**src/rtl/ohi_pkg.sv**
```systemverilog
// Package: shared constants and types for the display host interface
package ohi_pkg;
  // Interface strap codes {iface_sel_high, iface_sel_low}
  localparam logic [1:0] SEL_SERIAL = 2'h0;
  localparam logic [1:0] SEL_I2C = 2'h1;
  localparam logic [1:0] SEL_6800 = 2'h2;
  localparam logic [1:0] SEL_8080 = 2'h3;
  // Data bus bit positions used in serial mode
  localparam int SCLK_BIT = 0;
  localparam int SERIAL_IN_LINE_BIT = 1;
  localparam int BYTE_W = 8;
  // Scan period marker: lines per frame and clocks per line
  localparam int LINE_CLKS = 16;
  localparam int FRAME_LINES = 64;
  // Host strobe timing, in clocks
  localparam int STROBE_CLKS = 4;
  // I2C base address, upper six bits; arbitrary value
  localparam logic [5:0] I2C_ADDR_HI = 6'h1E;
  typedef enum {IFM_SERIAL, IFM_I2C, IFM_6800, IFM_8080} ohi_mode_type;
  typedef enum {HS_IDLE, HS_SETUP, HS_STROBE, HS_HOLD} ohi_host_state_type;
endpackage

```
**src/rtl/ohi_if.sv**
```systemverilog
// Interface: pin bundle between the host and the display controller
`timescale 1ns/10ps
`default_nettype none
interface ohi_if;
  logic iface_sel_low;
  logic iface_sel_high;
  logic cmd_or_data_sel;
  logic select_n;
  logic init_n;
  logic enable_rd_n;
  logic dir_wr_n;
  logic [7:0] data_host;
  logic [7:0] data_host_oe_n;
  logic [7:0] data_dev;
  logic [7:0] data_dev_oe_n;
  logic scan_period_marker;
  modport dev (
    input iface_sel_low, iface_sel_high, cmd_or_data_sel, select_n, init_n,
    input enable_rd_n, dir_wr_n, data_host, data_host_oe_n,
    output data_dev, data_dev_oe_n, scan_period_marker
  );
  modport host (
    output iface_sel_low, iface_sel_high, cmd_or_data_sel, select_n, init_n,
    output enable_rd_n, dir_wr_n, data_host, data_host_oe_n,
    input data_dev, data_dev_oe_n, scan_period_marker
  );
endinterface
`default_nettype wire

```
**src/rtl/ohi_device.sv**
```systemverilog
// Device end: protocol select, byte capture and frame marker
`timescale 1ns/10ps
`default_nettype none
module ohi_device (
  input wire logic i_clk,
  input wire logic i_arst_n,
  ohi_if.dev pins,
  input wire logic [7:0] i_read_data,
  output logic [7:0] o_data,
  output logic o_data_valid,
  output logic [7:0] o_cmd,
  output logic o_cmd_valid,
  output logic o_read_taken,
  output logic o_in_init,
  output logic [1:0] o_mode,
  output logic [6:0] o_i2c_addr
);
  //////////////////////////////////////////////////////////////////////////
  // Pin synchronisers: two flops before any logic looks
  localparam int SW = 14;
  logic [SW-1:0] raw;
  logic [SW-1:0] s1_reg;
  logic [SW-1:0] s2_reg;
  logic [SW-1:0] s3_reg;
  assign raw = {pins.iface_sel_high, pins.iface_sel_low, pins.cmd_or_data_sel,
                pins.select_n, pins.enable_rd_n, pins.dir_wr_n, pins.data_host};
  always_ff @(posedge i_clk or negedge i_arst_n) begin
    if (!i_arst_n) begin
      s1_reg <= {SW{1'b1}};
      s2_reg <= {SW{1'b1}};
      s3_reg <= {SW{1'b1}};
    end else begin
      s1_reg <= raw;
      s2_reg <= s1_reg;
      s3_reg <= s2_reg;
    end
  end
  logic [7:0] d_s;
  logic dc_s;
  logic sel_n_s;
  logic en_s;
  logic en_d;
  logic dir_s;
  logic dir_d;
  assign d_s = s2_reg[7:0];
  assign dir_s = s2_reg[8];
  assign dir_d = s3_reg[8];
  assign en_s = s2_reg[9];
  assign en_d = s3_reg[9];
  assign sel_n_s = s2_reg[10];
  assign dc_s = s2_reg[11];

  //////////////////////////////////////////////////////////////////////////
  // Init and strap capture; straps latched while init is low
  logic init_s1_reg;
  logic init_reg;
  logic [1:0] mode_reg;
  always_ff @(posedge i_clk or negedge i_arst_n) begin
    if (!i_arst_n) begin
      init_s1_reg <= 1'b0;
      init_reg <= 1'b0;
    end else begin
      init_s1_reg <= pins.init_n;
      init_reg <= init_s1_reg;
    end
  end
  // Latching during init keeps a glitching strap from switching protocol
  always_ff @(posedge i_clk or negedge i_arst_n) begin
    if (!i_arst_n) begin
      mode_reg <= ohi_pkg::SEL_8080;
    end else if (!init_reg) begin
      mode_reg <= s2_reg[13:12];
    end
  end
  assign o_mode = mode_reg;
  always_ff @(posedge i_clk or negedge i_arst_n) begin
    if (!i_arst_n) begin
      o_in_init <= 1'b1;
    end else begin
      o_in_init <= !init_reg;
    end
  end

  //////////////////////////////////////////////////////////////////////////
  // Transfer start detection per protocol
  logic active;
  logic wr_go;
  logic rd_go;
  logic sclk_rise;
  assign active = init_reg && !sel_n_s;
  always_comb begin
    wr_go = 1'b0;
    rd_go = 1'b0;
    case (mode_reg)
      ohi_pkg::SEL_6800: begin
        wr_go = active && en_s && !en_d && !dir_s;
        rd_go = active && en_s && !en_d && dir_s;
      end
      ohi_pkg::SEL_8080: begin
        wr_go = active && dir_d && !dir_s;
        rd_go = active && !en_s && en_d;
      end
      default: begin
        wr_go = 1'b0;
        rd_go = 1'b0;
      end
    endcase
  end
  assign sclk_rise = s2_reg[ohi_pkg::SCLK_BIT] && !s3_reg[ohi_pkg::SCLK_BIT];

  //////////////////////////////////////////////////////////////////////////
  // Serial shifter, MSB first
  logic [7:0] sh_reg;
  logic [2:0] bit_reg;
  logic ser_done;
  assign ser_done = (mode_reg == ohi_pkg::SEL_SERIAL) && active && sclk_rise
                    && (bit_reg == 3'h7);
  always_ff @(posedge i_clk or negedge i_arst_n) begin
    if (!i_arst_n) begin
      sh_reg <= 8'h00;
      bit_reg <= 3'h0;
    end else if (mode_reg != ohi_pkg::SEL_SERIAL || !active) begin
      bit_reg <= 3'h0;
    end else if (sclk_rise) begin
      sh_reg <= {sh_reg[6:0], d_s[ohi_pkg::SERIAL_IN_LINE_BIT]};
      bit_reg <= bit_reg + 3'h1;
    end
  end

  //////////////////////////////////////////////////////////////////////////
  // Byte routing to data or command
  logic [7:0] byte_w;
  logic byte_go;
  assign byte_go = wr_go || ser_done;
  assign byte_w = ser_done ? {sh_reg[6:0], d_s[ohi_pkg::SERIAL_IN_LINE_BIT]} : d_s;
  always_ff @(posedge i_clk or negedge i_arst_n) begin
    if (!i_arst_n) begin
      o_data <= 8'h00;
      o_data_valid <= 1'b0;
      o_cmd <= 8'h00;
      o_cmd_valid <= 1'b0;
    end else begin
      o_data_valid <= byte_go && dc_s;
      o_cmd_valid <= byte_go && !dc_s;
      if (byte_go && dc_s) begin
        o_data <= byte_w;
      end
      if (byte_go && !dc_s) begin
        o_cmd <= byte_w;
      end
    end
  end

  //////////////////////////////////////////////////////////////////////////
  // Read return: drive bus while read strobe active
  logic rd_on;
  assign rd_on = active && ((mode_reg == ohi_pkg::SEL_6800 && en_s && dir_s)
                 || (mode_reg == ohi_pkg::SEL_8080 && !en_s));
  always_ff @(posedge i_clk or negedge i_arst_n) begin
    if (!i_arst_n) begin
      pins.data_dev <= 8'h00;
      pins.data_dev_oe_n <= 8'hFF;
      o_read_taken <= 1'b0;
    end else begin
      o_read_taken <= rd_go;
      if (rd_go) begin
        pins.data_dev <= i_read_data;
      end
      pins.data_dev_oe_n <= rd_on ? 8'h00 : 8'hFF;
    end
  end

  //////////////////////////////////////////////////////////////////////////
  // I2C address; the data/command pin supplies bit 0
  always_ff @(posedge i_clk or negedge i_arst_n) begin
    if (!i_arst_n) begin
      o_i2c_addr <= 7'h00;
    end else begin
      o_i2c_addr <= {ohi_pkg::I2C_ADDR_HI, (mode_reg == ohi_pkg::SEL_I2C) && dc_s};
    end
  end

  //////////////////////////////////////////////////////////////////////////
  // Frame marker: high during the first half of each frame
  logic [3:0] clk_cnt_reg;
  logic [5:0] line_cnt_reg;
  always_ff @(posedge i_clk or negedge i_arst_n) begin
    if (!i_arst_n) begin
      clk_cnt_reg <= 4'h0;
      line_cnt_reg <= 6'h00;
      pins.scan_period_marker <= 1'b0;
    end else if (!init_reg) begin
      clk_cnt_reg <= 4'h0;
      line_cnt_reg <= 6'h00;
      pins.scan_period_marker <= 1'b0;
    end else begin
      clk_cnt_reg <= clk_cnt_reg + 4'h1;
      if (clk_cnt_reg == 4'(ohi_pkg::LINE_CLKS - 1)) begin
        line_cnt_reg <= line_cnt_reg + 6'h01;
      end
      pins.scan_period_marker <= !line_cnt_reg[5];
    end
  end
endmodule
`default_nettype wire

```
**src/flat_wrapper.sv**
```systemverilog
// flat-port wrapper written by rule: the top's interface ports become plain ports
module ohi_device_flat 
  (i_clk, i_arst_n, i_read_data, o_data, o_data_valid, o_cmd, o_cmd_valid, o_read_taken, o_in_init, o_mode, o_i2c_addr, pins_iface_sel_low, pins_iface_sel_high, pins_cmd_or_data_sel, pins_select_n, pins_init_n, pins_enable_rd_n, pins_dir_wr_n, pins_data_host, pins_data_host_oe_n, pins_data_dev, pins_data_dev_oe_n, pins_scan_period_marker);
  ohi_if pins_i ();
  input wire logic i_clk;
  input wire logic i_arst_n;
  input wire logic [7:0] i_read_data;
  output logic [7:0] o_data;
  output logic o_data_valid;
  output logic [7:0] o_cmd;
  output logic o_cmd_valid;
  output logic o_read_taken;
  output logic o_in_init;
  output logic [1:0] o_mode;
  output logic [6:0] o_i2c_addr;
  input wire logic [$bits(pins_i.iface_sel_low)-1:0] pins_iface_sel_low;
  input wire logic [$bits(pins_i.iface_sel_high)-1:0] pins_iface_sel_high;
  input wire logic [$bits(pins_i.cmd_or_data_sel)-1:0] pins_cmd_or_data_sel;
  input wire logic [$bits(pins_i.select_n)-1:0] pins_select_n;
  input wire logic [$bits(pins_i.init_n)-1:0] pins_init_n;
  input wire logic [$bits(pins_i.enable_rd_n)-1:0] pins_enable_rd_n;
  input wire logic [$bits(pins_i.dir_wr_n)-1:0] pins_dir_wr_n;
  input wire logic [$bits(pins_i.data_host)-1:0] pins_data_host;
  input wire logic [$bits(pins_i.data_host_oe_n)-1:0] pins_data_host_oe_n;
  output wire logic [$bits(pins_i.data_dev)-1:0] pins_data_dev;
  output wire logic [$bits(pins_i.data_dev_oe_n)-1:0] pins_data_dev_oe_n;
  output wire logic [$bits(pins_i.scan_period_marker)-1:0] pins_scan_period_marker;
  assign pins_i.iface_sel_low = pins_iface_sel_low;
  assign pins_i.iface_sel_high = pins_iface_sel_high;
  assign pins_i.cmd_or_data_sel = pins_cmd_or_data_sel;
  assign pins_i.select_n = pins_select_n;
  assign pins_i.init_n = pins_init_n;
  assign pins_i.enable_rd_n = pins_enable_rd_n;
  assign pins_i.dir_wr_n = pins_dir_wr_n;
  assign pins_i.data_host = pins_data_host;
  assign pins_i.data_host_oe_n = pins_data_host_oe_n;
  assign pins_data_dev = pins_i.data_dev;
  assign pins_data_dev_oe_n = pins_i.data_dev_oe_n;
  assign pins_scan_period_marker = pins_i.scan_period_marker;
  ohi_device u_core (.i_clk(i_clk), .i_arst_n(i_arst_n), .pins(pins_i), .i_read_data(i_read_data), .o_data(o_data), .o_data_valid(o_data_valid), .o_cmd(o_cmd), .o_cmd_valid(o_cmd_valid), .o_read_taken(o_read_taken), .o_in_init(o_in_init), .o_mode(o_mode), .o_i2c_addr(o_i2c_addr));
endmodule
```
**config.mk**
```make
export PLATFORM = sky130hd
export DESIGN_NAME = ohi_device_flat
export DESIGN_NICKNAME = d
export VERILOG_FILES = /design/src/rtl/ohi_pkg.sv /design/src/rtl/ohi_if.sv /design/src/rtl/ohi_device.sv /design/src/flat_wrapper.sv
export SDC_FILE = /design/constraint.sdc
export NUM_CORES = 1
export LEC_CHECK = 0
export BUFFER_PORTS_ARGS = -buffer_cell sky130_fd_sc_hd__buf_2
export CAP_MARGIN = 20
export CORE_MARGIN = 2
export CORE_UTILIZATION = 52
export CTS_BUF_LIST = sky130_fd_sc_hd__clkbuf_16
export DETAILED_ROUTE_END_ITERATION = 10
export PLACE_DENSITY = 0.78
export SLEW_MARGIN = 20
export SYNTH_ARGS = -nofsm -noshare
export SYNTH_HDL_FRONTEND = slang
export SYNTH_SLANG_ARGS = --single-unit
```
**constraint.sdc**
```tcl
create_clock -name i_clk -period 2.2 [get_ports i_clk]
set_input_delay 0.11 -clock i_clk [delete_from_list [all_inputs] [get_ports i_clk]]
set_output_delay 0.11 -clock i_clk [all_outputs]
set_load 0.01 [all_outputs]
```
Word level (Yosys, flattened, before mapping):

Index checks and enable logic that the tools add are counted.

* add/subtract/negate cells: 3
* multipliers: 0
* divide/modulo/power cells: 0
* $lt $le $gt $ge: 0
* equality and inequality tests: 6
* shifts and indexed selects: 0
* multiplexer cells: 10
* bitwise logic cells: 1
* reductions and logical operators: 36

Operator list (number)
* $logic_and 1x1->1: 20
* $mux 8: 2
* $mux 6: 2
* $logic_not 1->1: 9
* $add 6x1->6 const B: 1
* $mux 3: 2
* $add 4x1->4 const B: 1
* $eq 2x2->1 const B: 2
* $eq 4x4->1 const B: 1
* $mux 4: 1
* $pmux 1 s2: 2
* $reduce_bool 2->1: 2
* $add 3x1->3 const B: 1
* $eq 3x3->1 const B: 1
* $logic_or 1x1->1: 3
* $eq 2x1->1 const B: 1
* $logic_not 2->1: 1
* $ne 2x2->1 const B: 1
* $reduce_and 2->1: 1
* $mux 1: 1
* $not 1->1: 1

* bits in registers: 101
* latch bits: 0
* memory bits (writable): 0
* bits in read-only memories: 0
* bits of input ports: 33
* output and inout port bits: 46
* word-level logic and storage cells: 76
* memories kept: 0

Depth between registers and ports, before layout:

* word-level depth: 8
* depth in mapped cells: 6
* depth with buffers taken out: 5

Worst setup path before layout:

Ideal clock, no wire load.

* kind: reg-to-reg
* from: reg u_core.s2_reg[0]
* to: reg u_core.o_cmd[0]
* library setup time: 0.121 ns
* data arrival time: 1.655 ns
* data required time: 2.079 ns
* setup slack: 0.424 ns
* cell stages (with the launch flop): 7
* buffers on the path: 2
* period minus slack after synthesis: 1.776 ns
* path through: dfstp_2 > nor2b_1 > clkbuf_1 > nand4_4 > and2_1 > buf_6 > a22o_1

* longest elaborated chain between the ends: 5
* elaborated cells on any way between the ends: 6
* those cells by class: mux: 1; reduce/logical: 5

Ends and longest elaborated chain
* start, declared: RTL line ohi_device.sv:23 `logic [SW-1:0] s2_reg;`
* start signal, assigned: RTL line ohi_device.sv:30 `s2_reg <= {SW{1'b1}};`
* start signal, assigned: RTL line ohi_device.sv:34 `s2_reg <= s1_reg;`
* $logic_and 1x1->1: RTL line ohi_device.sv:109 `assign sclk_rise = s2_reg[ohi_pkg::SCLK_BIT] && !s3_reg[ohi_pkg::SCLK_BIT];`
* $logic_and 1x1->1: RTL line ohi_device.sv:116 `assign ser_done = (mode_reg == ohi_pkg::SEL_SERIAL) && active && sclk_rise`
* $logic_and 1x1->1: RTL line ohi_device.sv:117 `&& (bit_reg == 3'h7);`
* $logic_or 1x1->1: RTL line ohi_device.sv:134 `assign byte_go = wr_go || ser_done;`
* $logic_and 1x1->1: RTL line ohi_device.sv:148 `if (byte_go && !dc_s) begin`
* end signal, assigned: RTL line ohi_device.sv:149 `o_cmd <= byte_w;`
* end, declared: RTL line ohi_device.sv:11 `output logic [7:0] o_cmd,`

Parallel ways exist; a longest one is shown, timed or not.
A chain may end at the register's enable or synchronous reset.

Final worst setup path:

Ends and elaborated chain as after synthesis.

==> impl_metrics.csv <==
group,metric,value,unit
outcome,status,"complete, no violations",
floorplan,core,5990,µm²
placement,dp.cells,361,
timing,hold_viol_final,0,
floorplan,ioPinCount,79,
floorplan,die_w,83.2,µm
synth,synthArstFlopShare,100,%
final_layout,layout_commonest_cell,"buf_2",
placement,io_buffer_count,68,
final_layout,syn2layout_area_growth,24.4,%
floorplan,start_util,54.4,%
synth,synth_edf_count,0,
power,seq_power_share,50.6,%
timing,rsz0062_at_grt,"false",
critical_path,reg2reg_slack,0.36,ns
placement,gp_congestion,0.752,
timing,layout_setup_ws,0.357,ns
floorplan,dieHeight,83.2,µm
synth,yosys_most_used_dff,"dfrtp_1",
grt,grt_pass1_wl,9.85,mm
synth,synthCells,231,
route,wl_per_cell,14.0,µm
clock_network,cts_hold_buf,16,
clock_network,path_clk_slew,0.06,ns
critical_path,rr_startpoint,"u_core.s2_reg[0]",
critical_path,path_max_fanout,9,
timing,worst_slew_pin_slew,0.521,ns
timing,drv_slew,0,
synth,yosysUniqueCellTypes,37,
clock_network,postCtsResizedCells,0,
synth,seq_area_frac_synth,68.1,%
grt,grt_pass1_vias,2136,
critical_path,r2r-end,"u_core.o_cmd[0]",
synth,ys_seq_elements,87,
synth,synth.area.top_cells,"dfrtp_1 40%, dfstp_2 28%, mux2_2 5.2%",
synth,synth_largest_area_cell,"dfrtp_1",
route,ant_nets,0,
critical_path,crit_type,"reg -> reg",
power,clock_power_share,37.8,%
clock_network,tritoncts,"built",
power,swShare,23.4,%
final_layout,nets,350,
clock_network,htreeDepth,3,
final_layout,finalCoreUtilization,67.7,%
placement,dp_hpwl,3.69,mm
clock_network,postCtsSetupBuffers,0,
final_layout,fillers,425,
route,viasPerCell,5.05,
critical_path,worst_ep_required_time,2.41,ns
critical_path,worst_setup_path_end_kind,"flip-flop",
synth,synth_warnings,0,
critical_path,startpoint,"u_core.s2_reg[0]",
final_layout,finalNonFillerCells,393,
route,dr.pass1.iters,4,
route,initialDrtViolationCount,123,
route,routed_wl,5.50,mm
timing,period_minus_slack,1.84,ns
critical_path,reg2reg_depth,4,
grt,antenna_found_initial,0,
critical_path,endpoint,"u_core.o_cmd[0]",
timing,finalSetupViolations,0,
floorplan,rows,28,
power,internal-power,2.88,mW
final_layout,antennaDiodeCount,0,
power,ir_drop,0.858,mV
clock_network,numCtsBuffers,9,
grt,grt_start_max_net_pins,46,
synth,syn_area_per_cell,14.1,µm²
critical_path,arrival,2.05,ns
final_layout,drive_gt1_share,45.0,%
final_layout,layout_common_cells,"67 x buf_2, 52 x dfrtp_1, 35 x dfstp_2",
worst_hold_path,hold_class,"in -> reg",
clock_network,clk_path_buf_depth,2,
grt,grt_usage,17.8,%
clock_network,clkLatencyLatePin,0.33,ns
timing,slew_headroom,65.3,%
timing,fin_skew,0.00469,ns
synth,synth_top_area_share,39.9,%
power,powerDensity,925,nW/µm²
timing,fmax,0.543,GHz
timing,setup_tns,0,ns
timing,period_share,83.8,%
clock_network,clock-sinks,87,
placement,pre_cts_slack,0.379,ns
floorplan,design.die.area,6920,µm²
clock_network,root_buffer,"clkbuf_16",
power,p_sw,0.877,mW
flow_run,max_cap_violations,0,
critical_path,worstSetupStartpointType,"flip-flop",
grt,grt-ovfl-total,0,
power,pwr-share-comb,11.6,%
synth,synth_area,3260,µm²
route,vias,1984,
power,p_leak,1.95,nW
route,drc_errors,0,
## power by group through the flow
stage,clock [mW],combinational [mW],sequential [mW]
floorplan,0,0.165,1.96
global placement,0,0.409,1.91
detailed placement,0,0.421,1.92
CTS,1.46,0.445,1.90
global route,1.53,0.485,1.92
finish,1.42,0.436,1.90
## worst max-delay path, stage by stage, from the launching register on
cell and delay [ns]:
dfstp_2 0.57, nor2b_1 0.38, nand4_4 0.21, and2_1 0.29, a22o_1 0.27
## final cells by class
type | count | area [µm²] | area share (%)
sequential | 87 | 2220 | 54.7
inverter | 13 | 48.8 | 1.20
timing repair buffer | 87 | 538 | 13.3
tap | 75 | 93.8 | 2.31
clock inverter | 7 | 58.8 | 1.45
multi-input combinational | 115 | 872 | 21.5
clock buffer | 9 | 225 | 5.55
## kinds of logic (layout without fill, tap and decap cells)
kind of cell / after synthesis / count (layout) / share of synthesized area [%]
AOI/OAI and AO/OA: 39 / 39 / 8.67
xor gates and xnor gates: 8 / 8 / 2.15
adders and majority gates: 4 / 4 / 1.53
buffers and inverters: 30 / 116 / 5.29
DFF: 87 / 87 / 68.1
muxes: 18 / 18 / 6.10
other: 2 / 3 / 0.230
and+or+nand+nor: 43 / 43 / 7.94
## synth_stat cells (3+ instances only)
master	count
and2_1	3
o22ai_1	8
ha_1	4
xnor2_1	3
mux2_2	15
inv_1	13
o21a_1	6
dfstp_2	35
a21oi_1	7
o21ai_0	6
o22a_1	6
nand2_1	8
xor2_1	5
nor2_1	16
buf_4	12
dfrtp_1	52
mux2i_1	3
clkbuf_1	3
## worst min-delay path by stage
stage / startpoint / to / slack, ns / cells past startpoint
floorplan: i_arst_n / u_core.bit_reg[0] / -0.19 / 0
global placement: i_arst_n / u_core.pins.data_dev[1] / 0.12 / 1
detailed placement: i_arst_n / u_core.pins.data_dev[1] / 0.13 / 1
CTS: i_read_data[4] / u_core.pins.data_dev[4] / 0.00004 / 2
global route: i_read_data[6] / u_core.pins.data_dev[6] / 0.01 / 2
finish: i_read_data[3] / u_core.pins.data_dev[3] / 0.01 / 2
## layer usage
layer  track usage (%)  wire length [µm]  vias to the layer above
met5                 0                 0                        -
met4              8.49               110                        0
met3              4.17               237                        9
met2              28.7              2700                       55
met1              22.8              2460                      984
li1                  -                 -                      936
## through the flow
stage	area (µm²)	total power, mW	hold slack (ns)
2_1_floorplan	3270	2.13	-0.186
3_3_place_gp	3610	2.32	0.122
3_5_place_dp	3610	2.34	0.129
4_1_cts	4060	3.80	0.0000417
5_1_grt	4060	3.94	0.0138
6_report	4060	3.75	0.0131
(Power assumes the default switching activity.)
